==> src/logic/psif_params.svh <==
// register map, field positions, codes and reset values of the status block
`ifndef PSIF_PARAMS_SVH
`define PSIF_PARAMS_SVH

`define PSIF_ADDR_W 18
`define PSIF_BYTE_ADDR(i) ({(i), 2'b00})

`define PSIF_IDX_CTRL 16'h2004
`define PSIF_IDX_STATUS 16'h2020
`define PSIF_IDX_STAT_RSV1 16'h2021
`define PSIF_IDX_STAT_RSV3 16'h2023
`define PSIF_IDX_STOP 16'h2024
`define PSIF_IDX_STOP_RSV1 16'h2025
`define PSIF_IDX_STOP_RSV2 16'h2026
`define PSIF_IDX_STOP_RSV3 16'h2027
`define PSIF_IDX_MASK 16'h2030
`define PSIF_IDX_FORM 16'h2050

`define PSIF_DONE_BIT 0
`define PSIF_INTERRUPT_ENABLE_BIT_BIT 8
`define PSIF_STOP_MSB 3
`define PSIF_FORM_MSB 3
`define PSIF_BYTE_MSB 7
`define PSIF_LANE0 0
`define PSIF_LANE1 1

`define PSIF_FORM_RESET 8'h2a
`define PSIF_FLAG_RESET 1'b0
`define PSIF_WORD_ZERO 32'h0000_0000

`define PSIF_STOP_NORMAL 4'h0
`define PSIF_STOP_HALT 4'h1
`define PSIF_STOP_NO_INVERSE 4'h2
`define PSIF_STOP_OFF_CURVE 4'h3
`define PSIF_STOP_BAD_UCODE 4'h4

`endif

==> src/logic/psif_pkg.sv <==
// types shared by the status block and its conversion sequencer
`include "psif_params.svh"
package psif_pkg;
  typedef enum logic [2:0] {
    PSIF_IDLE = 3'b000,
    PSIF_CONV_J0 = 3'b001,
    PSIF_CONV_M0 = 3'b010,
    PSIF_CONV_J1 = 3'b011,
    PSIF_CONV_M1 = 3'b100,
    PSIF_RUN = 3'b101
  } psif_prep_e;
  // member order matches form register bits 3..0
  typedef struct packed {
    logic mon1;
    logic aff1;
    logic mon0;
    logic aff0;
  } psif_form_s;
  typedef struct packed {
    logic halt;
    logic no_inverse;
    logic off_curve;
    logic bad_ucode;
  } psif_fault_s;
  typedef struct packed {
    logic req;
    logic operand;
    logic to_mont;
  } psif_conv_s;
  typedef struct packed {
    logic [31:0] prdata;
    logic pslverr;
    logic done;
    logic [`PSIF_STOP_MSB:0] stop_reason;
    logic [`PSIF_BYTE_MSB:0] form;
    logic irq_enable;
    logic mask_done;
  } psif_regs_s;
  typedef struct packed {
    psif_prep_e state;
  } psif_prep_s;
endpackage

==> src/logic/psif_prep_seq.sv <==
// operand conversion sequencer run ahead of a modular multiplication
`timescale 1ns/1ns
`include "psif_params.svh"
module psif_prep_seq
  import psif_pkg::*;
(
  input wire logic ref_clk,
  input wire logic reset,
  input wire logic start,
  input wire logic is_modmul,
  input wire psif_form_s form,
  input wire logic conv_ack,
  output psif_conv_s conv,
  output logic compute_go
);
  psif_prep_s st;
  psif_prep_s next_st;
  logic need;

  always_comb begin
    case (st.state)
      PSIF_CONV_J0: need = ~form.aff0;
      PSIF_CONV_M0: need = ~form.mon0;
      PSIF_CONV_J1: need = ~form.aff1;
      PSIF_CONV_M1: need = ~form.mon1;
      default: need = 1'b0;
    endcase
  end

  assign conv.req = need;
  assign conv.operand = (st.state == PSIF_CONV_J1) ||
                        (st.state == PSIF_CONV_M1);
  assign conv.to_mont = (st.state == PSIF_CONV_M0) ||
                        (st.state == PSIF_CONV_M1);
  assign compute_go = (st.state == PSIF_RUN);

  always_comb begin
    next_st = st;
    case (st.state)
      PSIF_IDLE: begin
        // RULE12 conversions before compute
        if (start && is_modmul) begin
          next_st.state = PSIF_CONV_J0;
        end else if (start) begin
          next_st.state = PSIF_RUN;
        end
      end
      // RULE13 montgomery step follows jacobian
      PSIF_CONV_J0: if (!need || conv_ack) next_st.state = PSIF_CONV_M0;
      PSIF_CONV_M0: if (!need || conv_ack) next_st.state = PSIF_CONV_J1;
      PSIF_CONV_J1: if (!need || conv_ack) next_st.state = PSIF_CONV_M1;
      PSIF_CONV_M1: if (!need || conv_ack) next_st.state = PSIF_RUN;
      PSIF_RUN: next_st.state = PSIF_IDLE;
      default: next_st.state = PSIF_IDLE;
    endcase
  end

  always_ff @(posedge ref_clk or posedge reset) begin
    if (reset) begin
      st.state <= PSIF_IDLE;
    end else begin
      st <= next_st;
    end
  end
endmodule

==> src/logic/psif_top.sv <==
// status, stop reason and operand input form registers on an apb slave
`timescale 1ns/1ns
`include "psif_params.svh"
// Operation
// RULE1: the done flag sets when an engine operation finishes.
// RULE2: software clears the done flag by writing one to it.
// RULE3: irq is high while done is set and interrupt enable is on; the code also requires the done mask bit to be one.
// RULE4: the same one-write also drops the pending interrupt.
// RULE5: a read-only four-bit stop reason reads zero after normal end.
// RULE6: a non-zero stop reason marks the result as invalid for software.
// RULE7: stop codes are 1 halt, 2 no inverse, 3 off curve, 4 bad microcode.
// RULE8: form bit 0 says the first operand is affine, else jacobian.
// RULE9: form bit 1 says the first operand is already montgomery.
// RULE10: form bit 2 says the second operand is affine, else jacobian.
// RULE11: form bit 3 says the second operand is already montgomery.
// RULE12: for modmul a jacobian conversion precedes compute when bit low.
// RULE13: for modmul a montgomery conversion precedes compute when bit low.
// RULE14: irq can only rise while interrupt enable bit 8 is one.
// RULE15: status updates the same whether interrupts are enabled or not.
// RULE16: writing zero or reserved bits leaves flag, code and irq alone.
module psif_top
  import psif_pkg::*;
(
  input wire logic ref_clk,
  input wire logic reset,
  input wire logic psel,
  input wire logic penable,
  input wire logic pwrite,
  input wire logic [`PSIF_ADDR_W-1:0] paddr,
  input wire logic [31:0] pwdata,
  input wire logic [3:0] pstrb,
  output logic [31:0] prdata,
  output logic pready,
  output logic pslverr,
  input wire logic op_start,
  input wire logic op_is_modmul,
  input wire logic op_end,
  input wire psif_fault_s fault,
  input wire logic conv_ack,
  output psif_form_s form,
  output psif_conv_s conv,
  output logic compute_go,
  output logic irq
);
  localparam logic [`PSIF_ADDR_W-1:0] a_ctrl =
    `PSIF_BYTE_ADDR(`PSIF_IDX_CTRL);
  localparam logic [`PSIF_ADDR_W-1:0] a_status =
    `PSIF_BYTE_ADDR(`PSIF_IDX_STATUS);
  localparam logic [`PSIF_ADDR_W-1:0] a_stat_rsv1 =
    `PSIF_BYTE_ADDR(`PSIF_IDX_STAT_RSV1);
  localparam logic [`PSIF_ADDR_W-1:0] a_stat_rsv3 =
    `PSIF_BYTE_ADDR(`PSIF_IDX_STAT_RSV3);
  localparam logic [`PSIF_ADDR_W-1:0] a_stop =
    `PSIF_BYTE_ADDR(`PSIF_IDX_STOP);
  localparam logic [`PSIF_ADDR_W-1:0] a_stop_rsv1 =
    `PSIF_BYTE_ADDR(`PSIF_IDX_STOP_RSV1);
  localparam logic [`PSIF_ADDR_W-1:0] a_stop_rsv2 =
    `PSIF_BYTE_ADDR(`PSIF_IDX_STOP_RSV2);
  localparam logic [`PSIF_ADDR_W-1:0] a_stop_rsv3 =
    `PSIF_BYTE_ADDR(`PSIF_IDX_STOP_RSV3);
  localparam logic [`PSIF_ADDR_W-1:0] a_mask =
    `PSIF_BYTE_ADDR(`PSIF_IDX_MASK);
  localparam logic [`PSIF_ADDR_W-1:0] a_form =
    `PSIF_BYTE_ADDR(`PSIF_IDX_FORM);

  psif_regs_s st;
  psif_regs_s next_st;
  logic setup;
  logic wr_access;
  logic hit;
  logic [31:0] rd_word;
  logic engine_end;
  logic [`PSIF_STOP_MSB:0] stop_code;
  logic clear_done;

  assign setup = psel && !penable;
  assign wr_access = psel && penable && pwrite;
  assign engine_end = op_end || (|fault);

  // RULE2 one-write clear of done
  // RULE16 zero bits never clear
  assign clear_done = wr_access && (paddr == a_status) &&
                      pstrb[`PSIF_LANE0] && pwdata[`PSIF_DONE_BIT];

  // RULE7 halt outranks every other stop cause
  always_comb begin
    stop_code = `PSIF_STOP_NORMAL;
    if (fault.bad_ucode) begin
      stop_code = `PSIF_STOP_BAD_UCODE;
    end
    if (fault.off_curve) begin
      stop_code = `PSIF_STOP_OFF_CURVE;
    end
    if (fault.no_inverse) begin
      stop_code = `PSIF_STOP_NO_INVERSE;
    end
    if (fault.halt) begin
      stop_code = `PSIF_STOP_HALT;
    end
  end

  // reserved words decode as hits and read zero
  always_comb begin
    rd_word = `PSIF_WORD_ZERO;
    hit = 1'b1;
    case (paddr)
      a_ctrl: rd_word[`PSIF_INTERRUPT_ENABLE_BIT_BIT] = st.irq_enable;
      a_status: rd_word[`PSIF_DONE_BIT] = st.done;
      a_stop: rd_word[`PSIF_STOP_MSB:0] = st.stop_reason;
      a_mask: rd_word[`PSIF_DONE_BIT] = st.mask_done;
      a_form: rd_word[`PSIF_BYTE_MSB:0] = st.form;
      a_stat_rsv1, a_stat_rsv3: rd_word = `PSIF_WORD_ZERO;
      a_stop_rsv1, a_stop_rsv2, a_stop_rsv3: rd_word = `PSIF_WORD_ZERO;
      default: hit = 1'b0;
    endcase
  end

  always_comb begin
    next_st = st;
    // read data taken in setup so it leaves a flop with zero wait
    if (setup) begin
      next_st.prdata = pwrite ? `PSIF_WORD_ZERO : rd_word;
      next_st.pslverr = !hit;
    end
    // RULE1 set wins over a same-cycle clear
    // RULE15 flag path ignores interrupt enable
    next_st.done = engine_end || (st.done && !clear_done);
    // RULE5 loaded only at operation end, zero when normal
    if (engine_end) begin
      next_st.stop_reason = stop_code;
    end
    if (wr_access && paddr == a_form && pstrb[`PSIF_LANE0]) begin
      next_st.form = pwdata[`PSIF_BYTE_MSB:0];
    end
    if (wr_access && paddr == a_ctrl && pstrb[`PSIF_LANE1]) begin
      next_st.irq_enable = pwdata[`PSIF_INTERRUPT_ENABLE_BIT_BIT];
    end
    if (wr_access && paddr == a_mask && pstrb[`PSIF_LANE0]) begin
      next_st.mask_done = pwdata[`PSIF_DONE_BIT];
    end
  end

  always_ff @(posedge ref_clk or posedge reset) begin
    if (reset) begin
      st.prdata <= `PSIF_WORD_ZERO;
      st.pslverr <= 1'b0;
      st.done <= `PSIF_FLAG_RESET;
      st.stop_reason <= `PSIF_STOP_NORMAL;
      st.form <= `PSIF_FORM_RESET;
      st.irq_enable <= `PSIF_FLAG_RESET;
      st.mask_done <= `PSIF_FLAG_RESET;
    end else begin
      st <= next_st;
    end
  end

  assign prdata = st.prdata;
  assign pslverr = st.pslverr;
  assign pready = 1'b1;

  // RULE8 RULE9 RULE10 RULE11 form bits straight from the register
  assign form = psif_form_s'(st.form[`PSIF_FORM_MSB:0]);

  // RULE3 RULE14 irq gated by enable and mask
  // RULE4 falls the cycle after the clearing write
  assign irq = st.done && st.irq_enable && st.mask_done;

  psif_prep_seq psif_prep_seq_inst (
    .ref_clk(ref_clk),
    .reset(reset),
    .start(op_start),
    .is_modmul(op_is_modmul),
    .form(form),
    .conv_ack(conv_ack),
    .conv(conv),
    .compute_go(compute_go)
  );
endmodule

==> config.mk <==
export PLATFORM = sky130hd
export DESIGN_NAME = psif_top
export DESIGN_NICKNAME = d
export VERILOG_FILES = /design/src/logic/psif_pkg.sv /design/src/logic/psif_prep_seq.sv /design/src/logic/psif_top.sv
export VERILOG_INCLUDE_DIRS = /design/src /design/src/logic
export SDC_FILE = /design/constraint.sdc
export NUM_CORES = 1
export LEC_CHECK = 0
export ABC_AREA = 0
export CAP_MARGIN = 20
export CORE_MARGIN = 5
export CORE_UTILIZATION = 40
export CTS_BUF_LIST = sky130_fd_sc_hd__clkbuf_2 sky130_fd_sc_hd__clkbuf_4 sky130_fd_sc_hd__clkbuf_8
export CTS_CLUSTER_SIZE = 16
export DETAILED_ROUTE_END_ITERATION = 16
export DONT_BUFFER_PORTS = 1
export GPL_TIMING_DRIVEN = 0
export PLACE_DENSITY_LB_ADDON = 0.15
export RECOVER_POWER = 25
export SKIP_CTS_REPAIR_TIMING = 1
export SYNTH_ARGS = -nofsm -noshare
export SYNTH_HDL_FRONTEND = slang
export SYNTH_SLANG_ARGS = --single-unit
==> constraint.sdc <==
create_clock -name ref_clk -period 1.8 [get_ports ref_clk]
set_input_delay 0 -clock ref_clk [delete_from_list [all_inputs] [get_ports ref_clk]]
set_output_delay 0 -clock ref_clk [all_outputs]
set_load 0.005 [all_outputs]
; ---- Word-level counts from Yosys, hierarchy flattened
; Index checks and enable logic that the tools add are counted.
[totals]
reg_bits = 51
input_bits = 67
output_inout_bits = 43
elab_cells = 79
[op_classes]
eq_ne = 20
n_mux = 18
bitwise_logic = 4
reduce_logical = 29
[ops]
columns = op, n
row1 = "18-bit by 16-bit == test with 1-bit output, second input constant", 10
row2 = 3-bit two-way mux, 7
row3 = 1-bit logical AND, 16
row4 = 4-bit two-way mux, 4
row5 = 3-bit one-hot mux with 5 select lines, 1
row6 = 10-bit OR reduction, 1
row7 = 9-bit two-way mux, 1
row8 = 1-bit one-hot mux with 4 select lines, 2
row9 = "3-bit by 2-bit == test with 1-bit output, second input constant", 2
row10 = "3-bit == test, second input constant", 2
row11 = "2-bit != test, second input constant", 3
row12 = 3-bit one-hot mux with 2 select lines, 1
row13 = 1-bit logical OR, 5
row14 = 5-bit AND reduction, 1
row15 = 1-bit zero test, 4
row16 = 1-bit inverter, 4
row17 = 4-bit OR reduction, 1
row18 = "3-bit by 1-bit == test with 1-bit output, second input constant", 1
row19 = 3-bit zero test, 1
row20 = "3-bit by 2-bit != test with 1-bit output, second input constant", 1
row21 = 1-bit two-way mux, 2
row22 = "2-bit by 1-bit != test with 1-bit output, second input constant", 1

; ---- Depth between registers and ports, before layout
[depth]
ltp_word = 8
ltp_mapped = 5
mapped_depth_nobuf = 4

; ---- Modules after synthesis
; A second synthesis with hierarchy kept.
[unflattened]
hier_cells = 182
area_unflattened_um2 = 1843.0
[modules_own_cells]
columns = module, instances, cells_each, area_each_um2, seq_area_each_um2
row1 = psif_top, 1, 146, 1535.2, 604.3
row2 = psif_prep_seq, 1, 36, 307.8, 75.1

; ---- Least setup slack after synthesis
; OpenSTA, ideal clock, no wires.
[synth_path]
path_kind = flip-flop to flip-flop
startpoint = reg psif_prep_seq_inst.st[1] (netlist bit)
endpoint = reg psif_prep_seq_inst.st[0] (netlist bit)
setup_time_ps = 125
t_arrival_ps = 1490
required_ps = 1675
slack_ps = 185
stages_incl_launch_ff = 6
n_path_buf = 1
period_less_slack_ps = 1615
cell_sequence = dfrtp_1 > buf_4 > mux2_2 > nor3b_1 > o31a_1 > mux2_2
[synth_between]
elab_chain_len = 6
word_cells_on_any_way = 15
cone_classes = eq/ne: 9 / mux: 2 / reduce/logical: 4
[synth_lines]
columns = element, line
row1 = from (decl), psif_prep_seq.sv:16  ; psif_prep_s st;
row2 = from (signal assigned), psif_prep_seq.sv:62  ; st <= next_st;
row3 = "3-bit == test, or another cell as far along", "psif_prep_seq.sv:21, psif_prep_seq.sv:39"
row4 = 1-bit one-hot mux with 4 select lines, psif_prep_seq.sv:21  ; case (st.state)
row5 = 1-bit zero test, -
row6 = 1-bit logical OR, -
row7 = 2-bit != test (no line) / 2-bit by 1-bit != test with 1-bit output (equally long branches), -
row8 = 5-bit AND reduction (no line), -
; Parallel ways exist; a longest one is shown, timed or not.
; A chain may end at the register's enable or synchronous reset.

; ---- Worst setup path after layout
; Ends and elaborated chain as after synthesis.

==> summary.txt <==
Worst hold path
  • Worst hold path class: input port to flop

Finish
  • Area Growth Syn to Fin: 25.2%
  • Final Util: 0.512
  • N_diodes: 0
  • Final net count: 292
  • Commonest non-fill, non-tap cells in the layout: buf_4 (39), conb_1 (24), dfrtp_1 (24), dlygate4sd3_1 (24)
  • Most common cell after layout, fill and taps aside: buf_4
  • Final Non-Filler Cells: 276
  • Layout cells sized above 1: 0.299

Detailed routing
  • Drt initial violations: 39
  • Met3 routed WL: 295 um
  • Total number of vias: 1,354
  • WL final: 4070 um
  • Wire per inst: 14.8 um
  • TritonRoute pass-1 iters: 4
  • WL met2: 2180 um
  • Post-route ant nets: 0
  • Drt drc: 0
  • Top layer in use: met4
  • Avg Vias per Cell: 4.91
  • Metal1 wirelength: 1570 um

Die
  • Core Region: 4320 um2
  • Die height: 76.5 um
  • Starting Density: 0.409
  • Die ar.: 5850 um2
  • Rows: 24
  • IO Count: 110
  • DIE WIDTH: 76.5 um

Timing
  • Fmax: 586 MHz
  • Worst slew pin tran: 817 ps
  • Worst setup margin: 94.9 ps
  • Unrepaired setup endpoints after global routing: false
  • Hold_ws: -23.5 ps
  • Fin Setup TNS: 0 ps
  • Worst Skew: 7.19 ps
  • Slew Limit Fails: 0
  • Final setup viols: 0
  • Final Hold Fails: 1
  • Minimum clock period after layout: 1710 ps
  • Crit share post-route: 0.947
  • Slew HR: 0.455

Critical path
  • Crit-path max FO: 10
  • Kind of end point of the critical path: flop
  • Setup crit start kind: flop
  • CP required: 1970 ps
  • Worst Setup Path Type: flop to flop
  • WP data arrival: 1870 ps

CTS
  • CTS Buffer Depth: 2
  • Clock slew at reported path FFs: 90 ps
  • Clk sinks: 27
  • CTS H-Tree Depth: 1
  • Worst-Skew Late Latency: 270 ps
  • CTS buffer count: 3
  • CTS tree: built
  • Clock root cell: clkbuf_8

Yosys
  • Number of distinct library cells after synthesis: 42
  • Post-synthesis instance total: 173
  • Top FF cell, synth: dfrtp_1
  • Post-synth EDFFs: 0
  • Seq cells post-synth: 27
  • Avg Cell Area, Syn: 10.2 um2
  • Mapped Area: 1770 um2
  • Post-synthesis async set-or-reset flop share: 1.00
  • Post-synthesis sequential area ratio: 0.384
  • Yosys Warn Count: 0

Global route
  • All-layer global routing usage: 0.128
  • Number of global-route vias before repair: 1,262
  • Initial antenna violation count: 0
  • Total gr overflow: 0
  • Largest net degree at the start of global routing: 28
  • First-pass GRT wire length: 6200 um

Place
  • RD Place Congestion: 0.802
  • Post-DP HPWL: 3160 um
  • Port Buf Inserts: 0
  • DP Cell Count: 247
  • Worst slack at placement: 36.6 ps

Power and ir drop
  • Reg power frac: 0.447
  • Worst IR drop on VDD: 0.475 mV
  • Int Power: 1.03 mW
  • Sw power: 0.419 mW
  • Clock share of power: 0.236
  • Overall Power: 1.45 mW
  • Leak: 1.02 nW
  • Logic pwr share: 0.317
  • PD cells: 655 nW/um2
  • Net Sw Frac: 0.289

Job
  • Maxcap violations: 0

Status
  • Status: finished with violations
  • Failing checks: hold timing
critical path: stages, from the launching register on:
cell     delay (ps)
dfrtp_1         340
buf_4           160
mux2_2          360
nor3b_2         210
o31a_1          200
mux2_2          330
cell usage after synthesis, drive strengths merged (2+ instances only):
master | n | area (um2)
nand4 | 5 | 52.6
nor3b | 3 | 22.5
o31ai | 2 | 15.0
nand2 | 5 | 18.8
inv | 3 | 11.3
a22o | 6 | 52.6
o21ai | 3 | 15.0
nor2b | 6 | 37.5
and3 | 2 | 12.5
nor4b | 5 | 56.3
nor2 | 12 | 52.6
nor3 | 6 | 30.0
mux2 | 12 | 135
clkbuf | 3 | 11.3
conb | 2 | 7.51
dfstp | 3 | 78.8
a211oi | 3 | 22.5
nand3 | 6 | 30.0
a221o | 2 | 20.0
a21oi | 2 | 10.0
dfrtp | 24 | 601
nand3b | 2 | 15.0
and2 | 2 | 12.5
buf | 39 | 293
nor4 | 4 | 67.6
kinds of logic (layout without fill, tap and decap cells):
group / count (synthesis) / after routing / synth area share
AOI/OAI and AO/OA: 24 / 24 / 0.104
and+or+nand+nor: 61 / 61 / 0.243
muxes: 12 / 12 / 0.0764
DFF: 27 / 27 / 0.384
xor gates and xnor gates: 2 / 2 / 0.00991
buffers and inverters: 45 / 74 / 0.178
other: 2 / 24 / 0.00425
metal layers:
| layer | GRT usage | vias to the layer above |
|---|---|---|
| met1 | 0.142 | 637 |
| met5 | 0 | - |
| met4 | 0.0262 | 0 |
| li1 | - | 663 |
| met3 | 0.0532 | 5 |
| met2 | 0.228 | 49 |
layout make-up:
class | count | area [um2]
Clock inverter | 1 | 7.51
Fill cell | 420 | 2110
Tap cell | 52 | 65.1
Inverter | 3 | 11.3
Sequential cell | 27 | 679
Buffer | 42 | 304
Multi-Input combinational cell | 123 | 861
Clock buffer | 3 | 41.3
Timing Repair Buffer | 25 | 244
state kept, by name, summed over array words and instances (netlist names):
signal	count
prdata	9
psif_prep_seq_inst.st	3
st	10
pslverr	1
form	4
power groups by stage:
| stage | registers [mW] | logic (mW) | clock network, mW |
|---|---|---|---|
| 2_1_floorplan | 0.658 | 0.352 | 0 |
| 3_3_place_gp | 0.660 | 0.394 | 0 |
| 3_5_place_dp | 0.661 | 0.404 | 0 |
| 4_1_cts | 0.649 | 0.404 | 0.361 |
| 5_1_grt | 0.652 | 0.506 | 0.383 |
| 6_report | 0.648 | 0.459 | 0.341 |
per-stage QoR:
| step | area [um2] | hold slack (ps) |
|---|---|---|
| 2_1_floorplan | 1850 | 50.5 |
| 6_report | 2210 | -23.5 |
| 3_3_place_gp | 1920 | 69.1 |
| 5_1_grt | 2210 | 5.65 |
| 4_1_cts | 1960 | -219 |
| 3_5_place_dp | 1920 | 75.1 |
final timing paths:
path	from	end	slack [ps]	cells past startpoint
max in group asynchronous	reset	form[2]	540	3
hold reg to reg	prdata[0]	prdata[0]	510	2
setup reg to reg	psif_prep_seq_inst.st[1]	psif_prep_seq_inst.st[0]	90	5
hold / removal	paddr[12]	prdata[8]	-20	3
min in group asynchronous	reset	prdata[4]	170	2
setup / recovery	psif_prep_seq_inst.st[1]	psif_prep_seq_inst.st[0]	90	5
No activity file was read; power rests on OpenSTA's default activity.
